**src/rtl/dft_clock_map.svh**
```systemverilog
// constants for the clock dividers, tone synthesizer and single-point correlator
// assumed to be included by the type package and the top module
`ifndef DFT_CLOCK_MAP_SVH
`define DFT_CLOCK_MAP_SVH
`define ADC_DIV 4
`define TONE_DIV 16
`define PHASE_W 27
`define PHASE_ZERO_MSBS 3
`define SAMPLE_COUNT 1024
`define SAMPLE_W 12
`define ACC_W 32
`define LUT_ADDR_W 4
`define FIFO_DEPTH 4
`define REAL_RESULT_ADDR 8'h94
`define IMAG_RESULT_ADDR 8'h96
`define RESULT_RESET 16'h0000
`endif

```
**src/rtl/dft_types_pkg.sv**
```systemverilog
// types shared by the correlator top and the testbench
// assumes dft_clock_map.svh sits on the include path
`include "dft_clock_map.svh"
package dft_types_pkg;
  typedef struct packed {
    logic signed [`SAMPLE_W-1:0] sample;
    logic signed [7:0] cos_ref;
    logic signed [7:0] sin_ref;
  } sample_word_type;
  typedef struct packed {
    logic signed [15:0] real_part;
    logic signed [15:0] imag_part;
  } dft_result_type;
  typedef enum logic [1:0] {idle_st, run_st, done_st} corr_state_type;
endpackage

```
**src/rtl/dft_correlator.sv**
```systemverilog
// master clock dividers, tone synthesizer and single-point dft correlator
// assumes adc samples arrive synchronous to clock and are valid on each adc tick
`timescale 1ns/100ps
`include "dft_clock_map.svh"
// Operation
// - correlate only at current excitation frequency
// - each result from exactly 1024 samples
// - adc sample tick is clock divided four
// - synthesizer tick is clock divided sixteen
// - 27-bit accumulator, top three bits zero
// - store real and imaginary results after each 1024-sample block
module dft_correlator (
  input wire logic clock,
  input wire logic rst,
  input wire logic start,
  input wire logic [`PHASE_W-`PHASE_ZERO_MSBS-1:0] freq_increment,
  input wire logic signed [`SAMPLE_W-1:0] adc_sample,
  output logic adc_tick,
  output logic tone_tick,
  output logic signed [7:0] tone_out,
  output logic busy,
  output logic result_valid,
  output dft_types_pkg::dft_result_type result,
  output logic [7:0] real_addr,
  output logic [7:0] imag_addr
);
  import dft_types_pkg::*;

  localparam int PW = `PHASE_W;
  localparam int LW = `PHASE_W - `PHASE_ZERO_MSBS;
  localparam int CW = $clog2(`SAMPLE_COUNT);

  logic [3:0] div_q, div_d;
  logic [PW-1:0] phase_q, phase_d;
  logic signed [7:0] tone_q, tone_d;
  corr_state_type state_q, state_d;
  logic [CW:0] taken_q, taken_d;
  logic [CW:0] used_q, used_d;
  logic signed [`ACC_W-1:0] acc_re_q, acc_re_d, acc_im_q, acc_im_d;
  dft_result_type result_q, result_d;
  logic valid_q, valid_d;
  sample_word_type in_word, out_word;
  logic fifo_in_ready, fifo_out_valid, fifo_push, fifo_pop;
  logic signed [7:0] cos_ref, sin_ref;
  logic [`LUT_ADDR_W-1:0] lut_addr;
  logic [3:0] gap_q, gap_d;

  // single free-running divider gives both slower rates as pulses
  always_comb begin
    div_d = 4'(div_q + 1'b1);
  end
  assign adc_tick = div_q[1:0] == 2'h3;
  assign tone_tick = div_q == 4'hf;

  // phase accumulator: top three bits never leave zero
  always_comb begin
    phase_d = phase_q;
    if (tone_tick) begin
      phase_d = {{`PHASE_ZERO_MSBS{1'b0}}, LW'(phase_q[LW-1:0] + freq_increment)};
    end
  end

  // coarse 16-entry quarter-symmetric sine table addressed by phase top bits
  function automatic logic signed [7:0] sine_lut(input logic [`LUT_ADDR_W-1:0] a);
    logic signed [7:0] mag;
    logic [1:0] q;
    mag = 8'sh00;
    // falling half of each lobe mirrors the rising half about the peak
    if (a[2]) begin
      q = 2'(~a[1:0] + 1'b1);
    end else begin
      q = a[1:0];
    end
    unique case (q)
      2'h0: mag = 8'sh00;
      2'h1: mag = 8'sh31;
      2'h2: mag = 8'sh5a;
      2'h3: mag = 8'sh76;
    endcase
    if (a[2] && a[1:0] == 2'h0) begin
      mag = 8'sh7f;
    end
    return a[3] ? -mag : mag;
  endfunction

  assign lut_addr = phase_q[LW-1 -: `LUT_ADDR_W];
  assign sin_ref = sine_lut(lut_addr);
  assign cos_ref = sine_lut(`LUT_ADDR_W'(lut_addr + 4'h4));
  always_comb begin
    tone_d = tone_tick ? sin_ref : tone_q;
  end

  // each sample is tagged with the reference of the live excitation phase
  assign in_word.sample = adc_sample;
  assign in_word.cos_ref = cos_ref;
  assign in_word.sin_ref = sin_ref;
  assign fifo_push = adc_tick && state_q == run_st && taken_q != (CW+1)'(`SAMPLE_COUNT);
  assign fifo_pop = fifo_out_valid && state_q == run_st;

  // fifo decouples sample capture from the accumulator pipe
  sample_fifo #(
    .WIDTH($bits(sample_word_type)),
    .DEPTH(`FIFO_DEPTH)
  ) u_fifo (
    .clock(clock),
    .rst(rst),
    .in_valid(fifo_push),
    .in_ready(fifo_in_ready),
    .in_data(in_word),
    .out_valid(fifo_out_valid),
    .out_ready(state_q == run_st),
    .out_data(out_word)
  );

  // sequencer: gathers the block, accumulates, then latches the pair
  always_comb begin
    state_d = state_q;
    taken_d = taken_q;
    used_d = used_q;
    acc_re_d = acc_re_q;
    acc_im_d = acc_im_q;
    result_d = result_q;
    valid_d = 1'b0;
    unique case (state_q)
      idle_st: begin
        if (start) begin
          state_d = run_st;
          taken_d = '0;
          used_d = '0;
          acc_re_d = '0;
          acc_im_d = '0;
        end
      end
      run_st: begin
        if (fifo_push && fifo_in_ready) begin
          taken_d = (CW+1)'(taken_q + 1'b1);
        end
        if (fifo_pop) begin
          acc_re_d = `ACC_W'(acc_re_q + out_word.sample * out_word.cos_ref);
          acc_im_d = `ACC_W'(acc_im_q - out_word.sample * out_word.sin_ref);
          used_d = (CW+1)'(used_q + 1'b1);
          if (used_q == (CW+1)'(`SAMPLE_COUNT - 1)) begin
            state_d = done_st;
          end
        end
      end
      done_st: begin
        result_d.real_part = acc_re_q[`ACC_W-1 -: 16];
        result_d.imag_part = acc_im_q[`ACC_W-1 -: 16];
        valid_d = 1'b1;
        state_d = idle_st;
      end
      default: begin
        state_d = idle_st;
      end
    endcase
  end

  always_ff @(posedge clock or posedge rst) begin
    if (rst) begin
      div_q <= '0;
      phase_q <= '0;
      tone_q <= '0;
      state_q <= idle_st;
      taken_q <= '0;
      used_q <= '0;
      acc_re_q <= '0;
      acc_im_q <= '0;
      result_q <= {`RESULT_RESET, `RESULT_RESET};
      valid_q <= 1'b0;
    end else begin
      div_q <= div_d;
      phase_q <= phase_d;
      tone_q <= tone_d;
      state_q <= state_d;
      taken_q <= taken_d;
      used_q <= used_d;
      acc_re_q <= acc_re_d;
      acc_im_q <= acc_im_d;
      result_q <= result_d;
      valid_q <= valid_d;
    end
  end

  assign tone_out = tone_q;
  assign busy = state_q != idle_st;
  assign result_valid = valid_q;
  assign result = result_q;
  assign real_addr = `REAL_RESULT_ADDR;
  assign imag_addr = `IMAG_RESULT_ADDR;

  // assertion helper: cycles since the last synthesizer tick, cleared by it
  always_comb begin
    gap_d = tone_tick ? 4'h0 : 4'(gap_q + 1'b1);
  end
  always_ff @(posedge clock or posedge rst) begin
    if (rst) begin
      gap_q <= '0;
    end else begin
      gap_q <= gap_d;
    end
  end

  // checks
  a_adc_tick_rate: assert property (@(posedge clock) disable iff (rst)
    adc_tick |=> !adc_tick ##1 !adc_tick ##1 !adc_tick ##1 adc_tick)
    else $error("adc tick not every four cycles");
  // a counter rather than a long repetition keeps the check cheap to unroll
  a_tone_tick_rate: assert property (@(posedge clock) disable iff (rst)
    tone_tick == (gap_q == 4'hf))
    else $error("tone tick not every sixteen cycles");
  a_tone_with_adc: assert property (@(posedge clock) disable iff (rst)
    tone_tick |-> adc_tick)
    else $error("tone tick off the adc grid");
  a_phase_top_zero: assert property (@(posedge clock) disable iff (rst)
    phase_q[PW-1 -: `PHASE_ZERO_MSBS] == '0)
    else $error("phase top bits not zero");
  a_phase_step: assert property (@(posedge clock) disable iff (rst)
    tone_tick |=> phase_q[LW-1:0] == LW'($past(phase_q[LW-1:0]) + $past(freq_increment)))
    else $error("phase did not step by increment");
  a_block_length: assert property (@(posedge clock) disable iff (rst)
    state_q == run_st && state_d == done_st |-> taken_q == (CW+1)'(`SAMPLE_COUNT))
    else $error("block not 1024 samples");
  // a lost sample would leave a gap in the consecutive block
  a_fifo_no_overflow: assert property (@(posedge clock) disable iff (rst)
    fifo_push |-> fifo_in_ready)
    else $error("sample lost at full fifo");
  a_result_update: assert property (@(posedge clock) disable iff (rst)
    state_q == done_st |=> result_valid && result.real_part == $past(acc_re_q[`ACC_W-1 -: 16]))
    else $error("real result not stored");
  a_imag_update: assert property (@(posedge clock) disable iff (rst)
    state_q == done_st |=> result.imag_part == $past(acc_im_q[`ACC_W-1 -: 16]))
    else $error("imaginary result not stored");
  a_result_pulse: assert property (@(posedge clock) disable iff (rst)
    result_valid |=> !result_valid)
    else $error("result valid longer than one cycle");
  // a reference pushed on a tone tick is the sample the output then carries
  a_ref_tracks_tone: assert property (@(posedge clock) disable iff (rst)
    fifo_push && tone_tick |=> tone_out == $past(in_word.sin_ref))
    else $error("reference not at excitation phase");
endmodule

```
**src/rtl/sample_fifo.sv**
```systemverilog
// small flip-flop fifo carrying tagged adc samples to the accumulator
// assumes one clock, synchronous valid/ready on both sides
`timescale 1ns/100ps
module sample_fifo #(
  parameter int WIDTH = 28,
  parameter int DEPTH = 4
) (
  input wire logic clock,
  input wire logic rst,
  input wire logic in_valid,
  output logic in_ready,
  input wire logic [WIDTH-1:0] in_data,
  output logic out_valid,
  input wire logic out_ready,
  output logic [WIDTH-1:0] out_data
);
  localparam int AW = $clog2(DEPTH);
  logic [WIDTH-1:0] mem_q [DEPTH];
  logic [WIDTH-1:0] mem_d [DEPTH];
  logic [AW-1:0] wr_q, wr_d, rd_q, rd_d;
  logic [AW:0] cnt_q, cnt_d;
  logic push, pop;

  // full and empty come straight from the fill count
  assign in_ready = cnt_q != (AW+1)'(DEPTH);
  assign out_valid = cnt_q != '0;
  assign out_data = mem_q[rd_q];
  assign push = in_valid && in_ready;
  assign pop = out_valid && out_ready;

  // pointer and count update, one entry written per push
  always_comb begin
    wr_d = push ? AW'(wr_q + 1'b1) : wr_q;
    rd_d = pop ? AW'(rd_q + 1'b1) : rd_q;
    cnt_d = cnt_q;
    if (push && !pop) begin
      cnt_d = (AW+1)'(cnt_q + 1'b1);
    end else if (pop && !push) begin
      cnt_d = (AW+1)'(cnt_q - 1'b1);
    end
  end

  // storage entries, one per slot
  for (genvar i = 0; i < DEPTH; i++) begin : g_slot
    always_comb begin
      mem_d[i] = (push && wr_q == AW'(i)) ? in_data : mem_q[i];
    end
    always_ff @(posedge clock or posedge rst) begin
      if (rst) begin
        mem_q[i] <= '0;
      end else begin
        mem_q[i] <= mem_d[i];
      end
    end
  end

  always_ff @(posedge clock or posedge rst) begin
    if (rst) begin
      wr_q <= '0;
      rd_q <= '0;
      cnt_q <= '0;
    end else begin
      wr_q <= wr_d;
      rd_q <= rd_d;
      cnt_q <= cnt_d;
    end
  end
endmodule

```
**config.mk**
```make
export PLATFORM = sky130hd
export DESIGN_NAME = dft_correlator
export DESIGN_NICKNAME = d
export VERILOG_FILES = /design/src/rtl/dft_types_pkg.sv /design/src/rtl/dft_correlator.sv /design/src/rtl/sample_fifo.sv
export VERILOG_INCLUDE_DIRS = /design/src /design/src/rtl
export SDC_FILE = /design/constraint.sdc
export NUM_CORES = 1
export LEC_CHECK = 0
export ABC_AREA = 1
export CORE_MARGIN = 5
export CORE_UTILIZATION = 48
export CTS_BUF_LIST = sky130_fd_sc_hd__clkbuf_4 sky130_fd_sc_hd__clkbuf_8
export DETAILED_ROUTE_END_ITERATION = 8
export DONT_BUFFER_PORTS = 1
export GPL_TIMING_DRIVEN = 0
export MAX_ROUTING_LAYER = met4
export SYNTH_ARGS = -nofsm -noshare
export SYNTH_HDL_FRONTEND = slang
export SYNTH_SLANG_ARGS = --single-unit
```
**constraint.sdc**
```tcl
create_clock -name clock -period 11.8 [get_ports clock]
set_clock_uncertainty 0.15 [all_clocks]
set_input_delay 0.59 -clock clock [delete_from_list [all_inputs] [get_ports clock]]
set_output_delay 0.59 -clock clock [all_outputs]
set_load 0.05 [all_outputs]
```
==> results of run 1 <==
## worst paths after layout
| path | start | end | slack, ns | depth (start not counted) |
|---|---|---|---|---|
| worst max-delay path | u_fifo.rd_q[0] | acc_im_q[26] | 4.11 | 24 |
| worst min-delay path | adc_sample[0] | u_fifo.mem_q[16] | 0.06 | 2 |
| worst max register to register | u_fifo.rd_q[0] | acc_im_q[26] | 4.11 | 24 |
| worst min register to register | div_q[0] | div_q[0] | 0.30 | 1 |
| max in group asynchronous | rst | result[3] | 9.74 | 4 |
| min in group asynchronous | rst | phase_q[9] | 0.34 | 2 |
## flip-flops by register name (all words and copies together) (netlist names), 2 cells and up
signal and flops:
u_fifo.mem_q 112, phase_q 24, u_fifo.rd_q 2, u_fifo.wr_q 2, taken_q 11, acc_im_q 32, used_q 11, div_q 4
u_fifo.cnt_q 3, state_q 2, result 32, acc_re_q 32, tone_out 8
## cells in the mapped netlist (all sizes together), types with 2 or more instances
| cell type | count | share of area |
|---|---|---|
| a211oi | 3 | 0.00092 |
| a21boi | 3 | 0.00092 |
| a21o | 9 | 0.0028 |
| a21oi | 146 | 0.030 |
| a22o | 2 | 0.00072 |
| a31oi | 12 | 0.0031 |
| a32oi | 24 | 0.013 |
| and2 | 2 | 0.00051 |
| buf | 68 | 0.017 |
| clkbuf | 27 | 0.0042 |
| clkinv | 2 | 0.00036 |
| conb | 2 | 0.00031 |
| dfrtp | 276 | 0.28 |
| fa | 257 | 0.21 |
| ha | 164 | 0.084 |
| inv | 520 | 0.080 |
| nand2 | 688 | 0.11 |
| nand3 | 63 | 0.013 |
| nand3b | 4 | 0.0014 |
| nand4 | 17 | 0.0043 |
| nor2 | 285 | 0.045 |
| nor3 | 28 | 0.0057 |
| nor3b | 3 | 0.00092 |
| nor4 | 5 | 0.0015 |
| o211ai | 5 | 0.0015 |
| o21a | 3 | 0.00092 |
| o21ai | 272 | 0.056 |
| o21bai | 17 | 0.0055 |
| o22ai | 18 | 0.0049 |
| o31ai | 4 | 0.0012 |
| o32ai | 2 | 0.00072 |
| or2 | 8 | 0.0020 |
| xnor2 | 21 | 0.0075 |
| xor2 | 19 | 0.0068 |
## metal layers
layer  part of all wire  wire length [um]  GRT usage  vias to the layer above
li1                   -                 -          -                     9513
met1               0.46             30590     0.3383                     9785
met2               0.46             30760     0.3968                      452
met3              0.054              3590    0.04206                       95
met4              0.025              1680    0.06369                        0
met5                  0                 0          -                        -
## cell type report
cell class	count	area share
Clock inverter	10	0.003655
Sequential cell	276	0.2586
Buffer	95	0.01916
Clock buffer	82	0.03875
Multi-Input combinational cell	2105	0.5666
Inverter	522	0.07379
Tap cell	672	0.03149
Timing Repair Buffer	16	0.007871
## timing repair
| action | 4_1_cts | 5_1_grt |
|---|---|---|
| hold buffers | 12 | 0 |
| endpoints found under the setup margin | 0 | 0 |
| hold endpoints to repair | 121 | 0 |
## logic make-up after synthesis
kind of cell	Yosys count	synth area share
multiplexers	1	0.0004605
other	2	0.0003071
adder cells (fa/ha/maj)	421	0.2943
AND/OR/NAND/NOR	1105	0.1835
flip-flops	276	0.2825
XOR/XNOR	40	0.01433
buffers and inverters	617	0.1012
AO/OA/AOI/OAI	522	0.1234
## critical path: cells and delay by family, from the launching register on
| family | cells | cell delay (ns) |
|---|---|---|
| buffers and inverters | 6 | 1.49 |
| and+or+nand+nor | 8 | 1.43 |
| DFF | 1 | 0.40 |
| adders and majority gates | 6 | 3.22 |
| AOI/OAI and AO/OA | 4 | 0.86 |
## per-stage QoR
stage | std cells | hold WS [ns] | utilization | instance area, um^2
6_report | 3778 | 0.05701 | 0.5312 | 26700
5_1_grt | 3778 | 0.04800 | 0.5312 | 26700
4_1_cts | 3778 | 0.004788 | 0.5312 | 26700
3_5_place_dp | 3674 | 0.3058 | 0.5063 | 25450
3_3_place_gp | 3670 | 0.2845 | 0.5041 | 25340
2_1_floorplan | 2998 | 0.2726 | - | 24500
==> results_dict.tcl, run 1 <==
set metrics [dict create \
    chipHeight_um 235.7 \
    cp_cell_sequence "inv_1 > buf_4 > nand2_1 > a32oi_2 > inv_2 > clkbuf_1 > nor2_1 > fa_1 > fa_1 > fa_1 > fa_1 > inv_1 > fa_1 > ha_1 > nand2_1 > nor2_1 > inv_1 > nor3_1 > nand4_1 > nand3_1 > a21o_1 > a21oi_1 > o21ai_0 > nand2_1" \
    cts_buffers 52 \
    synth_edf_count 0 \
    mostFrequentLayoutCells "nand2_1 (670), inv_1 (495), nor2_1 (276), dfrtp_1 (276), fa_1 (257)" \
    post_drt_wl_per_cell_um 17.63 \
    setup-violations-final 0 \
    drive_above_1_share 0.07920 \
    cp_slowest_cell "fa_1" \
    grt_first_pass_wirelength_mm 110.1 \
    timing_hold_violations_final 0 \
    place_congestion 0.9391 \
    syn-instance-count 2984 \
    synth.distinct_cells 64 \
    clkLatencyLatePin_ns 0.66 \
    worst_pin_slew_ns 1.332 \
    fin_tns_setup_ns 0 \
    overflow 0 \
    core_um2 50270 \
    pin_count 99 \
    hold_class "input port to register" \
    crit_type "register to register" \
    cp.required_ns 12.17 \
    max_stage_delay_ns 0.74 \
    routed_wirelength_mm 66.62 \
    maxCapViolCount 0 \
    finalMaxSlewViolations 0 \
    drt_iter0_drc 1273 \
    start_util 0.4864 \
    fillers 4893 \
    ys_seq_area_frac 0.2825 \
    async_flop_share 1.000 \
    cts_buffer_depth 3 \
    dieArea_um2 55550 \
    ant_nets 0 \
    yosys_warnings 0 \
    cpMostUsedCell "fa_1" \
    num_vias 19850 \
    dp_slack_ns 4.076 \
    antenna_cells 0 \
    cp.arrival_ns 8.06 \
    post-route-min-period_ns 7.689 \
    cp_max_fo 11 \
    clkTransAtPathRegs_ns 0.07 \
    critPathLaunchType "register" \
    rows 82 \
    antenna_found_initial 0 \
    synth_ff_type "dfrtp_1" \
    io_buffers 0 \
    cts_tree "done" \
    multi_input_area_um2 15130 \
    synth_area_um2 24450 \
    finalNetCount 3528 \
    via_per_inst 5.253 \
    htreeDepth 2 \
    drc 0 \
    gr-usage-all-layers 0.2500 \
    synth.avg_cell_area_um2 8.194 \
    setup_slack_ns 4.111 \
    cts_root_buf "clkbuf_8" \
    end_kind "register" \
    fin_crit_sh 0.6516 \
    slew_headroom 0.1119 \
    area_growth_pct 9.216 \
    fmax_mhz 130.1 \
    layout_commonest_cell "nand2_1" \
    grt_pass1_vias 20680 \
    cts_resized 0 \
    ys_ff_latch 276 \
    drt_first_pass_iters 5 \
    grt_setup_unrepaired "false" \
    die_w_um 235.7 \
    cts_sinks 276 \
    regArea_um2 6907 \
    status "complete, no violations" \
    dp_hpwl_mm 51.72 \
    grt_max_degree 100 \
    cts_setup_buffers 0 \
]
Power of run 1 is not shown: default switching activity piles up to over one toggle a cycle in this logic, so the estimate is an artifact.
==> run 2, diff against run 1 <==
--- a/config.mk
+++ b/config.mk
@@ -14,6 +14,7 @@
 export DONT_BUFFER_PORTS = 1
 export GPL_TIMING_DRIVEN = 0
 export MAX_ROUTING_LAYER = met4
+export PLACE_DENSITY = 0.65
 export SYNTH_ARGS = -nofsm -noshare
 export SYNTH_HDL_FRONTEND = slang
 export SYNTH_SLANG_ARGS = --single-unit
==> constraint.sdc (replaced) <==
create_clock -name clock -period 6.9 [get_ports clock]
set_clock_uncertainty 0.15 [all_clocks]
set_input_delay 0.345 -clock clock [delete_from_list [all_inputs] [get_ports clock]]
set_output_delay 0.345 -clock clock [all_outputs]
set_load 0.05 [all_outputs]
==> results_dict.tcl, run 2 (synthesis results as in run 1) <==
set metrics [dict create \
    fin_crit_sh 0.9677 \
    rows 82 \
    htreeDepth 2 \
    fin_tns_setup_ns 0 \
    area_growth_pct 13.54 \
    cts_sinks 276 \
    routed_wirelength_mm 67.59 \
    largest_register_ffs 112 \
    finalMaxSlewViolations 0 \
    critPathLaunchType "register" \
    drc 0 \
    cp.arrival_ns 7.05 \
    max_stage_delay_ns 0.65 \
    layout_commonest_cell "nand2_1" \
    dp_hpwl_mm 51.95 \
    die_w_um 235.7 \
    clkTransAtPathRegs_ns 0.06 \
    place_congestion 0.9693 \
    drt_iter0_drc 1258 \
    gr-usage-all-layers 0.2527 \
    via_per_inst 5.324 \
    mostFrequentLayoutCells "nand2_1 (669), inv_1 (490), dfrtp_1 (275)" \
    dr.max_layer_used "met4" \
    grt_first_pass_wirelength_mm 111.7 \
    io_buffers 0 \
    grt_max_degree 43 \
    ant_nets 0 \
    crit_type "register to register" \
    cp.required_ns 7.28 \
    grt_setup_unrepaired "true" \
    antenna_found_initial 1 \
    finalNetCount 3596 \
    largest-register "u_fifo.mem_q" \
    maxCapViolCount 0 \
    core_um2 50270 \
    chipHeight_um 235.7 \
    grt_pass1_vias 21350 \
    wl_met3_mm 3.811 \
    met1Wirelength_mm 29.75 \
    setup-violations-final 0 \
    worst_pin_slew_ns 1.043 \
    whs_ns 0.05068 \
    start_util 0.4864 \
    timing_hold_violations_final 0 \
    cp_slowest_cell "fa_2" \
    drt_first_pass_iters 5 \
    dp_cells 3679 \
    cts_buffer_depth 3 \
    routed-wl-met2_mm 32.08 \
    fin_cells 3846 \
    cts_root_buf "clkbuf_8" \
    cts_tree "done" \
    post-route-min-period_ns 6.677 \
    drive_above_1_share 0.1021 \
    end_kind "register" \
    slew_headroom 0.3049 \
    pin_count 99 \
    cp_max_fo 10 \
    final_util 0.5522 \
    hold_class "input port to register" \
    fmax_mhz 149.8 \
    overflow 0 \
    num_vias 20480 \
    dieArea_um2 55550 \
    clkLatencyLatePin_ns 0.69 \
    cts_buffers 50 \
    status "complete, no violations" \
    post_drt_wl_per_cell_um 17.57 \
]
==> run 2: changes by cell type in the layout (fill, tap and decap cells not counted), sizes merged, moves of 2 or more <==
cell	previous run	this run
clkinvlp	0	4
inv	521	519
dlygate4sd3	12	38
buf	72	111
clkinv	10	6
clkbuf	109	113
==> run 2: metrics by stage <==
step	setup WS, ns	area (um^2)
6_report	0.2229	27760
5_1_grt	-0.02511	27760
3_5_place_dp	-0.7912	25530
2_1_floorplan	0.1163	24510
3_3_place_gp	-1.818	25350
4_1_cts	0.004191	27280
==> run 2: critical path, delay by kind of cell (launching register included) <==
family,cells,cell delay (ns)
compound gates,6,1.04
fa+ha+maj,6,3.07
buf+inv,8,1.28
flops,1,0.47
simple gates,5,0.50
==> run 2: final cells by class <==
class	instances	area, um^2
Clock inverter	8	97.59
Clock buffer	81	1027
Fill cell	4689	22510
Timing Repair Buffer	86	935.9
Tap cell	672	840.8
Sequential cell	276	6908
Buffer	95	543.0
Antenna cell	1	2.502
Multi-Input combinational cell	2105	15420
Inverter	522	1983
==> run 2: worst paths after layout <==
path,from,end,slack (ns),cells after the start
worst max register to register,u_fifo.rd_q[1],acc_im_q[30],0.22,25
worst min-delay path,freq_increment[12],phase_q[12],0.05,3
min in group asynchronous,rst,u_fifo.mem_q[108],0.19,2
max in group asynchronous,rst,result[5],5.36,4
worst min register to register,div_q[0],div_q[0],0.30,1
worst max-delay path,u_fifo.rd_q[1],acc_im_q[30],0.22,25
==> run 2: what timing repair did <==
item	4_1_cts	5_1_grt
setup endpoints to repair	33	33
buffers inserted	4	35
pin swaps	1	16
hold endpoints to repair	112	0
resized for setup	27	46
hold buffers	38	0
==> run 2: metal layers <==
metal,vias up,global-route usage
li1,9648,-
met1,10180,0.3332
met2,535,0.4068
met3,116,0.04229
met4,0,0.07372
met5,-,-
Power of run 2 is left out for the same reason.
